### config.mk
export PLATFORM = sky130hd
export DESIGN_NAME = phy_link_control_status
export DESIGN_NICKNAME = d
export VERILOG_FILES = /design/src/phy_link_pkg.sv /design/src/pulse_interval.sv /design/src/activity_stretch.sv /design/src/phy_link_control_status.sv
export SDC_FILE = /design/constraint.sdc
export NUM_CORES = 1
export LEC_CHECK = 0
export BUFFER_PORTS_ARGS = -buffer_cell sky130_fd_sc_hd__buf_2
export CAP_MARGIN = 5
export CORE_MARGIN = 8
export CORE_UTILIZATION = 29
export DETAILED_ROUTE_END_ITERATION = 16
export GPL_ROUTABILITY_DRIVEN = 0
export PLACE_DENSITY = 0.49
export SYNTH_ARGS = -nofsm -noshare
export SYNTH_HDL_FRONTEND = slang
export SYNTH_SLANG_ARGS = --single-unit
export TNS_END_PERCENT = 1
### constraint.sdc
create_clock -name clk_i -period 2.5 [get_ports clk_i]
set_input_delay 0.5 -clock clk_i [delete_from_list [all_inputs] [get_ports clk_i]]
set_output_delay 0.5 -clock clk_i [all_outputs]
set_load 0.01 [all_outputs]
### src/phy_link_pkg.sv
// Constants shared by the link control and status logic.
// Assumes a single 50 MHz clock; all times are converted to cycles here.
package phy_link_pkg;

  // Clock rate
  localparam int CLK_MHZ = 50;

  // Register indices on the management port
  localparam logic [4:0] BASIC_LINK_STATUS_ADDR = 5'h01;
  localparam logic [4:0] LIVE_PHY_STATUS_ADDR   = 5'h11;
  localparam logic [4:0] AUXILIARY_CONTROL_ADDR = 5'h12;

  // Field positions
  localparam int BLS_LINK_BIT      = 2;
  localparam int LPS_LINK_BIT      = 2;
  localparam int LPS_DUPLEX_BIT    = 1;
  localparam int LPS_SPEED_LO_BIT  = 3;
  localparam int AUX_AUTO_MDIX_BIT = 15;
  localparam int AUX_MDIX_SEL_BIT  = 14;
  localparam int AUX_LEGACY_BIT    = 9;

  // Values after reset
  localparam logic AUX_AUTO_MDIX_RST = 1'b1;
  localparam logic AUX_MDIX_SEL_RST  = 1'b0;
  localparam logic AUX_LEGACY_RST    = 1'b0;
  localparam logic BLS_LINK_RST      = 1'b0;
  localparam logic [15:0] RDATA_RST  = 16'h0000;

  // Resolved speed encoding
  localparam logic [1:0] SPEED_10   = 2'h0;
  localparam logic [1:0] SPEED_100  = 2'h1;
  localparam logic [1:0] SPEED_1000 = 2'h2;

  // Pulse timing in microseconds, with derived cycle counts
  localparam int SEARCH_INTERVAL_US  = 150;
  localparam int FLP_INTERVAL_US     = 125;
  localparam int FLP_TOLERANCE_US    = 14;
  localparam int SEARCH_INTERVAL_CYC = SEARCH_INTERVAL_US * CLK_MHZ;
  localparam int FLP_INTERVAL_CYC    = FLP_INTERVAL_US * CLK_MHZ;
  localparam int FLP_TOLERANCE_CYC   = FLP_TOLERANCE_US * CLK_MHZ;

  // Activity LED hold time
  localparam int ACT_HOLD_MS  = 50;
  localparam int ACT_HOLD_CYC = ACT_HOLD_MS * 1000 * CLK_MHZ;

  // Width of interval counters
  localparam int CNT_W = 24;

endpackage

### src/pulse_interval.sv
// Periodic one-cycle pulse generator.
// Counts only while enabled; restarts from zero when disabled.
`timescale 1ns/1ps
module pulse_interval #(
  parameter int PERIOD_CYC = 7500
) (
  input  wire logic clk_i,
  input  wire logic rst_n_i,
  input  wire logic enable_i,
  output logic      pulse_o
);
  import phy_link_pkg::*;

  logic [CNT_W-1:0] count_r;
  localparam logic [CNT_W-1:0] LAST = CNT_W'(PERIOD_CYC - 1);

  always_ff @(posedge clk_i)
  begin
    if (!rst_n_i || !enable_i)
    begin
      count_r <= '0;
      pulse_o <= 1'b0;
    end
    else if (count_r == LAST)
    begin
      count_r <= '0;
      pulse_o <= 1'b1;
    end
    else
    begin
      count_r <= count_r + 1'b1;
      pulse_o <= 1'b0;
    end
  end

endmodule

### src/activity_stretch.sv
// Stretches short activity events into a visible LED level.
// A new event restarts the hold so bursts keep the LED lit.
`timescale 1ns/1ps
module activity_stretch #(
  parameter int HOLD_CYC = 2500000
) (
  input  wire logic clk_i,
  input  wire logic rst_n_i,
  input  wire logic event_i,
  output logic      led_o
);
  import phy_link_pkg::*;

  logic [CNT_W-1:0] hold_r;
  localparam logic [CNT_W-1:0] LOAD = CNT_W'(HOLD_CYC);

  always_ff @(posedge clk_i)
  begin
    if (!rst_n_i)
    begin
      hold_r <= '0;
      led_o  <= 1'b0;
    end
    else if (event_i)
    begin
      hold_r <= LOAD;
      led_o  <= 1'b1;
    end
    else if (hold_r != '0)
    begin
      hold_r <= hold_r - 1'b1;
      led_o  <= (hold_r != CNT_W'(1));
    end
    else
    begin
      led_o <= 1'b0;
    end
  end

endmodule

### src/phy_link_control_status.sv
// Link control and status logic of a 10/100/1000 twisted-pair transceiver.
// Assumes line-side status inputs are synchronous to clk_i and that strap
// pins arrive already resolved by their pad pull resistors.
//
// Summary of operation
// - With gigabit negotiation off, the role is fixed by the captured role strap.
// - With automatic crossover on and no link up, a search pulse goes out every 150 us.
// - Fast link pulses are spaced 125 us apart, within 14 us, apart from search pulses.
// - Clearing bit 15 of auxiliary_control stops the crossover search.
// - With search off, bit 14 of auxiliary_control picks crossover (1) or straight (0).
// - A speed LED lights only with good link at that LED's speed.
// - Bit 2 of basic_link_status latches low on link loss until it is read.
// - live_phy_status shows live link, speed and duplex with no latching.
// - Legacy gigabit mode is on when its strap is high or bit 9 is written one.
// - The activity LED lights on idle errors or packet transfers.
// - Straps are sampled on the first edge after reset release and a floating strap takes its pull default.
`timescale 1ns/1ps
module phy_link_control_status #(
  parameter int SEARCH_CYC = phy_link_pkg::SEARCH_INTERVAL_CYC,
  parameter int FLP_CYC    = phy_link_pkg::FLP_INTERVAL_CYC,
  parameter int ACT_CYC    = phy_link_pkg::ACT_HOLD_CYC
) (
  input  wire logic        clk_i,
  input  wire logic        rst_n_i,
  // Management register port
  input  wire logic [4:0]  reg_addr_i,
  input  wire logic        reg_rd_i,
  input  wire logic        reg_wr_i,
  input  wire logic [15:0] reg_wdata_i,
  output logic [15:0]      reg_rdata_o,
  output logic             reg_rvalid_o,
  // Straps
  input  wire logic        role_strap_i,
  input  wire logic        legacy_strap_i,
  // Configuration level
  input  wire logic        autoneg_enable_setting_i,
  // Line-side status from the negotiation and receive logic
  input  wire logic        negotiated_master_i,
  input  wire logic        negotiating_i,
  input  wire logic        link_up_i,
  input  wire logic [1:0]  speed_i,
  input  wire logic        full_duplex_i,
  input  wire logic        idle_error_i,
  input  wire logic        packet_i,
  // Control outputs
  output logic             master_o,
  output logic             crossover_o,
  output logic             search_pulse_o,
  output logic             flp_pulse_o,
  output logic             legacy_mode_o,
  // LEDs
  output logic             led_1000_o,
  output logic             led_100_o,
  output logic             led_10_o,
  output logic             led_activity_o
);
  import phy_link_pkg::*;

  function automatic logic speed_led(input logic       link,
                                     input logic [1:0] speed,
                                     input logic [1:0] match);
    speed_led = link && (speed == match);
  endfunction

  // Strap capture
  logic role_strap_r;
  logic legacy_strap_r;
  logic strap_done_r;

  // auxiliary_control fields
  logic aux_auto_mdix_r;
  logic aux_mdix_sel_r;
  logic aux_legacy_r;

  // Latched-low link bit
  logic bls_link_r;
  logic bls_link_nxt;

  // Crossover search, FLP and activity state
  logic search_orient_r;
  logic search_tick;
  logic flp_tick;
  logic act_level;

  logic rd_bls;
  logic wr_aux;
  logic [15:0] rdata_nxt;

  assign rd_bls = reg_rd_i && (reg_addr_i == BASIC_LINK_STATUS_ADDR);
  assign wr_aux = reg_wr_i && (reg_addr_i == AUXILIARY_CONTROL_ADDR);

  // Captured once on the first edge after reset release; a level held
  // only during reset is not trusted, so capture happens out of reset.
  always_ff @(posedge clk_i)
  begin
    if (!rst_n_i)
    begin
      strap_done_r   <= 1'b0;
      role_strap_r   <= 1'b0;
      legacy_strap_r <= 1'b0;
    end
    else if (!strap_done_r)
    begin
      strap_done_r   <= 1'b1;
      role_strap_r   <= role_strap_i;
      legacy_strap_r <= legacy_strap_i;
    end
  end

  // auxiliary_control register
  always_ff @(posedge clk_i)
  begin
    if (!rst_n_i)
    begin
      aux_auto_mdix_r <= AUX_AUTO_MDIX_RST;
      aux_mdix_sel_r  <= AUX_MDIX_SEL_RST;
      aux_legacy_r    <= AUX_LEGACY_RST;
    end
    else if (wr_aux)
    begin
      aux_auto_mdix_r <= reg_wdata_i[AUX_AUTO_MDIX_BIT];
      aux_mdix_sel_r  <= reg_wdata_i[AUX_MDIX_SEL_BIT];
      aux_legacy_r    <= reg_wdata_i[AUX_LEGACY_BIT];
    end
  end

  // A read reloads the live link; a loss in that same cycle still wins.
  always_comb
  begin
    if (rd_bls)
    begin
      bls_link_nxt = link_up_i;
    end
    else
    begin
      bls_link_nxt = bls_link_r && link_up_i;
    end
  end

  always_ff @(posedge clk_i)
  begin
    if (!rst_n_i)
    begin
      bls_link_r <= BLS_LINK_RST;
    end
    else
    begin
      bls_link_r <= bls_link_nxt;
    end
  end

  // Read data mux; unmapped addresses read zero
  always_comb
  begin
    rdata_nxt = 16'h0000;
    case (reg_addr_i)
      BASIC_LINK_STATUS_ADDR:
      begin
        rdata_nxt[BLS_LINK_BIT] = bls_link_r;
      end
      LIVE_PHY_STATUS_ADDR:
      begin
        rdata_nxt[LPS_LINK_BIT]   = link_up_i;
        rdata_nxt[LPS_DUPLEX_BIT] = full_duplex_i;
        rdata_nxt[LPS_SPEED_LO_BIT +: 2] = speed_i;
      end
      AUXILIARY_CONTROL_ADDR:
      begin
        rdata_nxt[AUX_AUTO_MDIX_BIT] = aux_auto_mdix_r;
        rdata_nxt[AUX_MDIX_SEL_BIT]  = aux_mdix_sel_r;
        rdata_nxt[AUX_LEGACY_BIT]    = aux_legacy_r;
      end
      default:
      begin
        rdata_nxt = 16'h0000;
      end
    endcase
  end

  always_ff @(posedge clk_i)
  begin
    if (!rst_n_i)
    begin
      reg_rdata_o  <= RDATA_RST;
      reg_rvalid_o <= 1'b0;
    end
    else
    begin
      reg_rvalid_o <= reg_rd_i;
      if (reg_rd_i)
      begin
        reg_rdata_o <= rdata_nxt;
      end
    end
  end

  // Role selection; forcing the role can clash with a forced partner
  always_ff @(posedge clk_i)
  begin
    if (!rst_n_i)
    begin
      master_o <= 1'b0;
    end
    else if (!autoneg_enable_setting_i)
    begin
      master_o <= role_strap_r;
    end
    else
    begin
      master_o <= negotiated_master_i;
    end
  end

  // Crossover search runs only while enabled and no link is held
  pulse_interval #(
    .PERIOD_CYC (SEARCH_CYC)
  ) u_search (
    .clk_i    (clk_i),
    .rst_n_i  (rst_n_i),
    .enable_i (aux_auto_mdix_r && !link_up_i),
    .pulse_o  (search_tick)
  );

  // FLP timer runs at nominal spacing, well inside the tolerance band
  pulse_interval #(
    .PERIOD_CYC (FLP_CYC)
  ) u_flp (
    .clk_i    (clk_i),
    .rst_n_i  (rst_n_i),
    .enable_i (negotiating_i),
    .pulse_o  (flp_tick)
  );

  always_ff @(posedge clk_i)
  begin
    if (!rst_n_i)
    begin
      search_orient_r <= 1'b0;
    end
    else if (search_tick)
    begin
      search_orient_r <= !search_orient_r;
    end
  end

  always_ff @(posedge clk_i)
  begin
    if (!rst_n_i)
    begin
      search_pulse_o <= 1'b0;
      flp_pulse_o    <= 1'b0;
    end
    else
    begin
      search_pulse_o <= search_tick;
      flp_pulse_o    <= flp_tick;
    end
  end

  always_ff @(posedge clk_i)
  begin
    if (!rst_n_i)
    begin
      crossover_o <= 1'b0;
    end
    else if (aux_auto_mdix_r)
    begin
      crossover_o <= search_orient_r;
    end
    else
    begin
      crossover_o <= aux_mdix_sel_r;
    end
  end

  always_ff @(posedge clk_i)
  begin
    if (!rst_n_i)
    begin
      legacy_mode_o <= 1'b0;
    end
    else
    begin
      legacy_mode_o <= legacy_strap_r || aux_legacy_r;
    end
  end

  // Speed LEDs
  always_ff @(posedge clk_i)
  begin
    if (!rst_n_i)
    begin
      led_1000_o <= 1'b0;
      led_100_o  <= 1'b0;
      led_10_o   <= 1'b0;
    end
    else
    begin
      led_1000_o <= speed_led(link_up_i, speed_i, SPEED_1000);
      led_100_o  <= speed_led(link_up_i, speed_i, SPEED_100);
      led_10_o   <= speed_led(link_up_i, speed_i, SPEED_10);
    end
  end

  // Single-cycle events are too short to see, hence the stretch
  activity_stretch #(
    .HOLD_CYC (ACT_CYC)
  ) u_act (
    .clk_i   (clk_i),
    .rst_n_i (rst_n_i),
    .event_i (idle_error_i || packet_i),
    .led_o   (act_level)
  );

  always_ff @(posedge clk_i)
  begin
    if (!rst_n_i)
    begin
      led_activity_o <= 1'b0;
    end
    else
    begin
      led_activity_o <= act_level;
    end
  end

endmodule

==> impl_metrics.csv <==
group,metric,value,unit
synthesis,synthArstFlopShare,0,%
floorplan,start_util,29.6,%
floorplan,rows,44,
sta,finClkSkew,9.74,ps
final_layout,design_area,5050,um^2
outcome,status,"finished, final reports clean",
synthesis,avgSynthCellArea,8.92,um^2
global_route,grt_first_pass_wirelength,15400,um
clock_network,cts_buffers,9,
placement,placed_area,4740,um^2
sta,hold_viol,0,
worst_setup_path,worstReg2RegStart,"u_act.hold_r[4]",
worst_setup_path,worst_path_most_repeated_cell,"or4_1",
clock_network,htreeDepth,3,
drt,vias,3482,
clock_network,clk_pin_slew_worst_paths,70,ps
synthesis,syn_area,4310,um^2
synthesis,synthCells,483,
drt,drt_first_pass_iters,4,
clock_network,cts_tree,"built",
min_path,hp-class,"input port to flip-flop",
drt,initialDrtViolationCount,114,
drt,viasPerCell,4.84,
synthesis,synthTopCellsByArea,"dfxtp_1, nor2_1, xor2_1, xnor2_1, nand3_1",
worst_setup_path,reg2reg_depth,5,
floorplan,io_pins,62,
global_route,grt_start_max_net_pins,25,
global_route,antenna_found_initial,0,
synthesis,synth_cell_type_count,45,
global_route,grt_overflow,0,
synthesis,synth_top_area_cell,"dfxtp_1",
global_route,grt_pass1_vias,3264,
worst_setup_path,worstPathArrival,2670,ps
worst_setup_path,crit_required,2760,ps
sta,rsz0062_at_grt,"no",
worst_setup_path,reg2reg_slack,90,ps
min_path,min_to,"led_1000_o",
placement,hpwl,6630,um
clock_network,insertion_delay,340,ps
synthesis,synth_edf_count,0,
worst_setup_path,setup.worst_path.start_class,"flip-flop",
placement,port_buffers,39,
worst_setup_path,r2r_end,"u_act.hold_r[18]",
global_route,track_usage,10.1,%
sta,fin_crit,2410,ps
final_layout,drive_gt1_share,14.2,%
drt,drc_errors,0,
synthesis,ys.flop_type,"dfxtp_1",
synthesis,synth.top_cell.area_share,46.5,%
worst_setup_path,crit_path_cell_trace,"or4_1 -> or3_4 -> or3_1 -> or4_1 -> a31oi_1",
final_layout,syn_to_final_growth,17.2,%
sta,post-route-period-util,96.5,%
sta,worstMarginPinSlew,736,ps
sta,timing.setup.tns,0,ps
power_and_ir_drop,powerDensity,643,nW/um^2
drt,finalWirelength,9380,um
final_layout,nets,572,
worst_setup_path,crit_path_top_delay_cell,"or4_1",
worst_setup_path,crit_path_max_fanout,7,
min_path,hp-start,"speed_i[0]",
drt,postRouteAntennaNets,0,
flow_run,maxCapViolCount,0,
synthesis,ys_ff_latch,100,
worst_setup_path,endpoint_kind,"flip-flop",
final_layout,antenna_cells,0,
sta,relSlewSlack,50.5,%
power_and_ir_drop,leakagePower,1.90,nW
sta,setup_viol,0,
clock_network,cts-root-buf,"clkbuf_16",
sta,maxSlewViolCount,0,
worst_setup_path,critPathKind,"flip-flop to flip-flop",
clock_network,cts_setup_buffers,0,
synthesis,yosysWarnings,0,
min_path,hold_path_depth,2,
clock_network,cts_buffer_depth,2,
floorplan,die_y,138,um
floorplan,die_area,19000,um^2
power_and_ir_drop,ir_drop,0.315,mV
drt,wire_per_inst,13.1,um
floorplan,die_w,138,um
worst_setup_path,max_stage_delay,570,ps
clock_network,clkSinkCount,100,
floorplan,coreArea,14500,um^2
synthesis,synth-seq-area-share,46.5,%
sta,fmax,415,MHz
-- synth_stat cells (2+ instances only) --
library cell / instances
o41ai_1: 2
nor4_1: 13
dfxtp_1: 100
o211ai_1: 4
inv_1: 8
nor4b_1: 5
mux2i_1: 6
clkbuf_1: 13
a21oi_1: 14
and3_1: 8
a31oi_1: 6
nor2_1: 79
xor2_1: 33
xnor2_1: 17
a32oi_1: 3
ha_1: 6
or3_1: 11
buf_4: 10
or4_1: 16
nand3_1: 26
nand4_1: 18
nor3_1: 8
o31ai_1: 7
nor3b_1: 3
and4_1: 8
nand2_1: 31
and2_1: 6
o21ai_0: 5
-- final cells by class --
class	count	area (um^2)
Multi-Input combinational cell	357	2180
Timing Repair Buffer	53	300
Fill cell	1527	9480
Clock buffer	11	243
Tap cell	184	230
Clock inverter	5	60.1
Inverter	9	33.8
Sequential cell	100	2000
-- per-stage QoR --
step,hold slack [ps],util [%],setup slack [ps],std cells,power (mW)
6_report,359,34.8,87.5,719,3.25
5_1_grt,342,34.8,1.32,719,3.40
4_1_cts,341,34.7,73.9,719,3.32
3_5_place_dp,444,32.6,106,703,1.88
3_3_place_gp,425,32.6,167,703,1.88
2_1_floorplan,412,-,164,491,1.81
-- kinds of logic after synthesis --
logic type	synth area share [%]
AND/OR/NAND/NOR	28.8
adder cells (fa/ha/maj)	1.74
buffers and inverters	3.86
multiplexers	1.66
AO/OA/AOI/OAI	7.20
flip-flops	46.5
other	0.0870
XOR/XNOR	10.2
-- where the power goes --
group          switching, mW  internal, mW  leakage, nW
registers             0.0246          1.62        0.812
logic                  0.122        0.0778        0.942
clock network          0.597         0.807        0.146
total                  0.744          2.50         1.90
-- cell usage in the layout, fill, tap and decap left out, types with 8 or more instances in the layout --
master	netlist	layout
inv_1	8	8
nor2_1	79	79
and3_1	8	8
nor4_1	13	12
xnor2_1	17	17
or4_1	16	16
nand2_1	31	31
conb_1	1	9
dfxtp_1	100	100
clkbuf_16	0	9
buf_4	10	14
or3_1	11	11
buf_2	1	39
nand3_1	26	26
nand4_1	18	18
xor2_1	33	33
and4_1	8	8
a21oi_1	14	14
-- critical path: cells and delay by family (launching register included) --
kind               cells  cell delay [ps]
AOI/OAI and AO/OA      1              200
and+or+nand+nor        4             1770
DFF                    1              360
-- repair_timing --
item / in CTS / in global routing
setup endpoints to repair: 0 / 3
gates resized for setup: 0 / 2
hold buffers: 0 / 0
-- registers in the layout, indices dropped and copies added, names as in the netlist, 7 cells and up --
signal / flops
reg_rdata_o: 7
u_act.hold_r: 24
u_flp.count_r: 24
u_search.count_r: 24
-- routing by layer --
metal  GRT usage (%)  part of all wire [%]
met3            3.33                   7.0
met5               0                     0
met2            16.1                    44
met1            12.3                    48
met4            3.76                   1.5
-- worst max path at each step --
stage / start / end / slack [ps] / depth (start not counted)
after floorplan: u_act.hold_r[4] / u_act.hold_r[18] / 160 / 6
after global placement: u_act.hold_r[14] / u_act.hold_r[2] / 170 / 4
final: u_act.hold_r[4] / u_act.hold_r[18] / 90 / 5
after global routing: u_act.hold_r[4] / u_act.hold_r[18] / 1 / 5
after detailed placement: u_act.hold_r[14] / u_act.hold_r[21] / 110 / 6
after CTS: u_act.hold_r[14] / u_act.hold_r[21] / 70 / 6
Power figures use the tool's default switching activity.
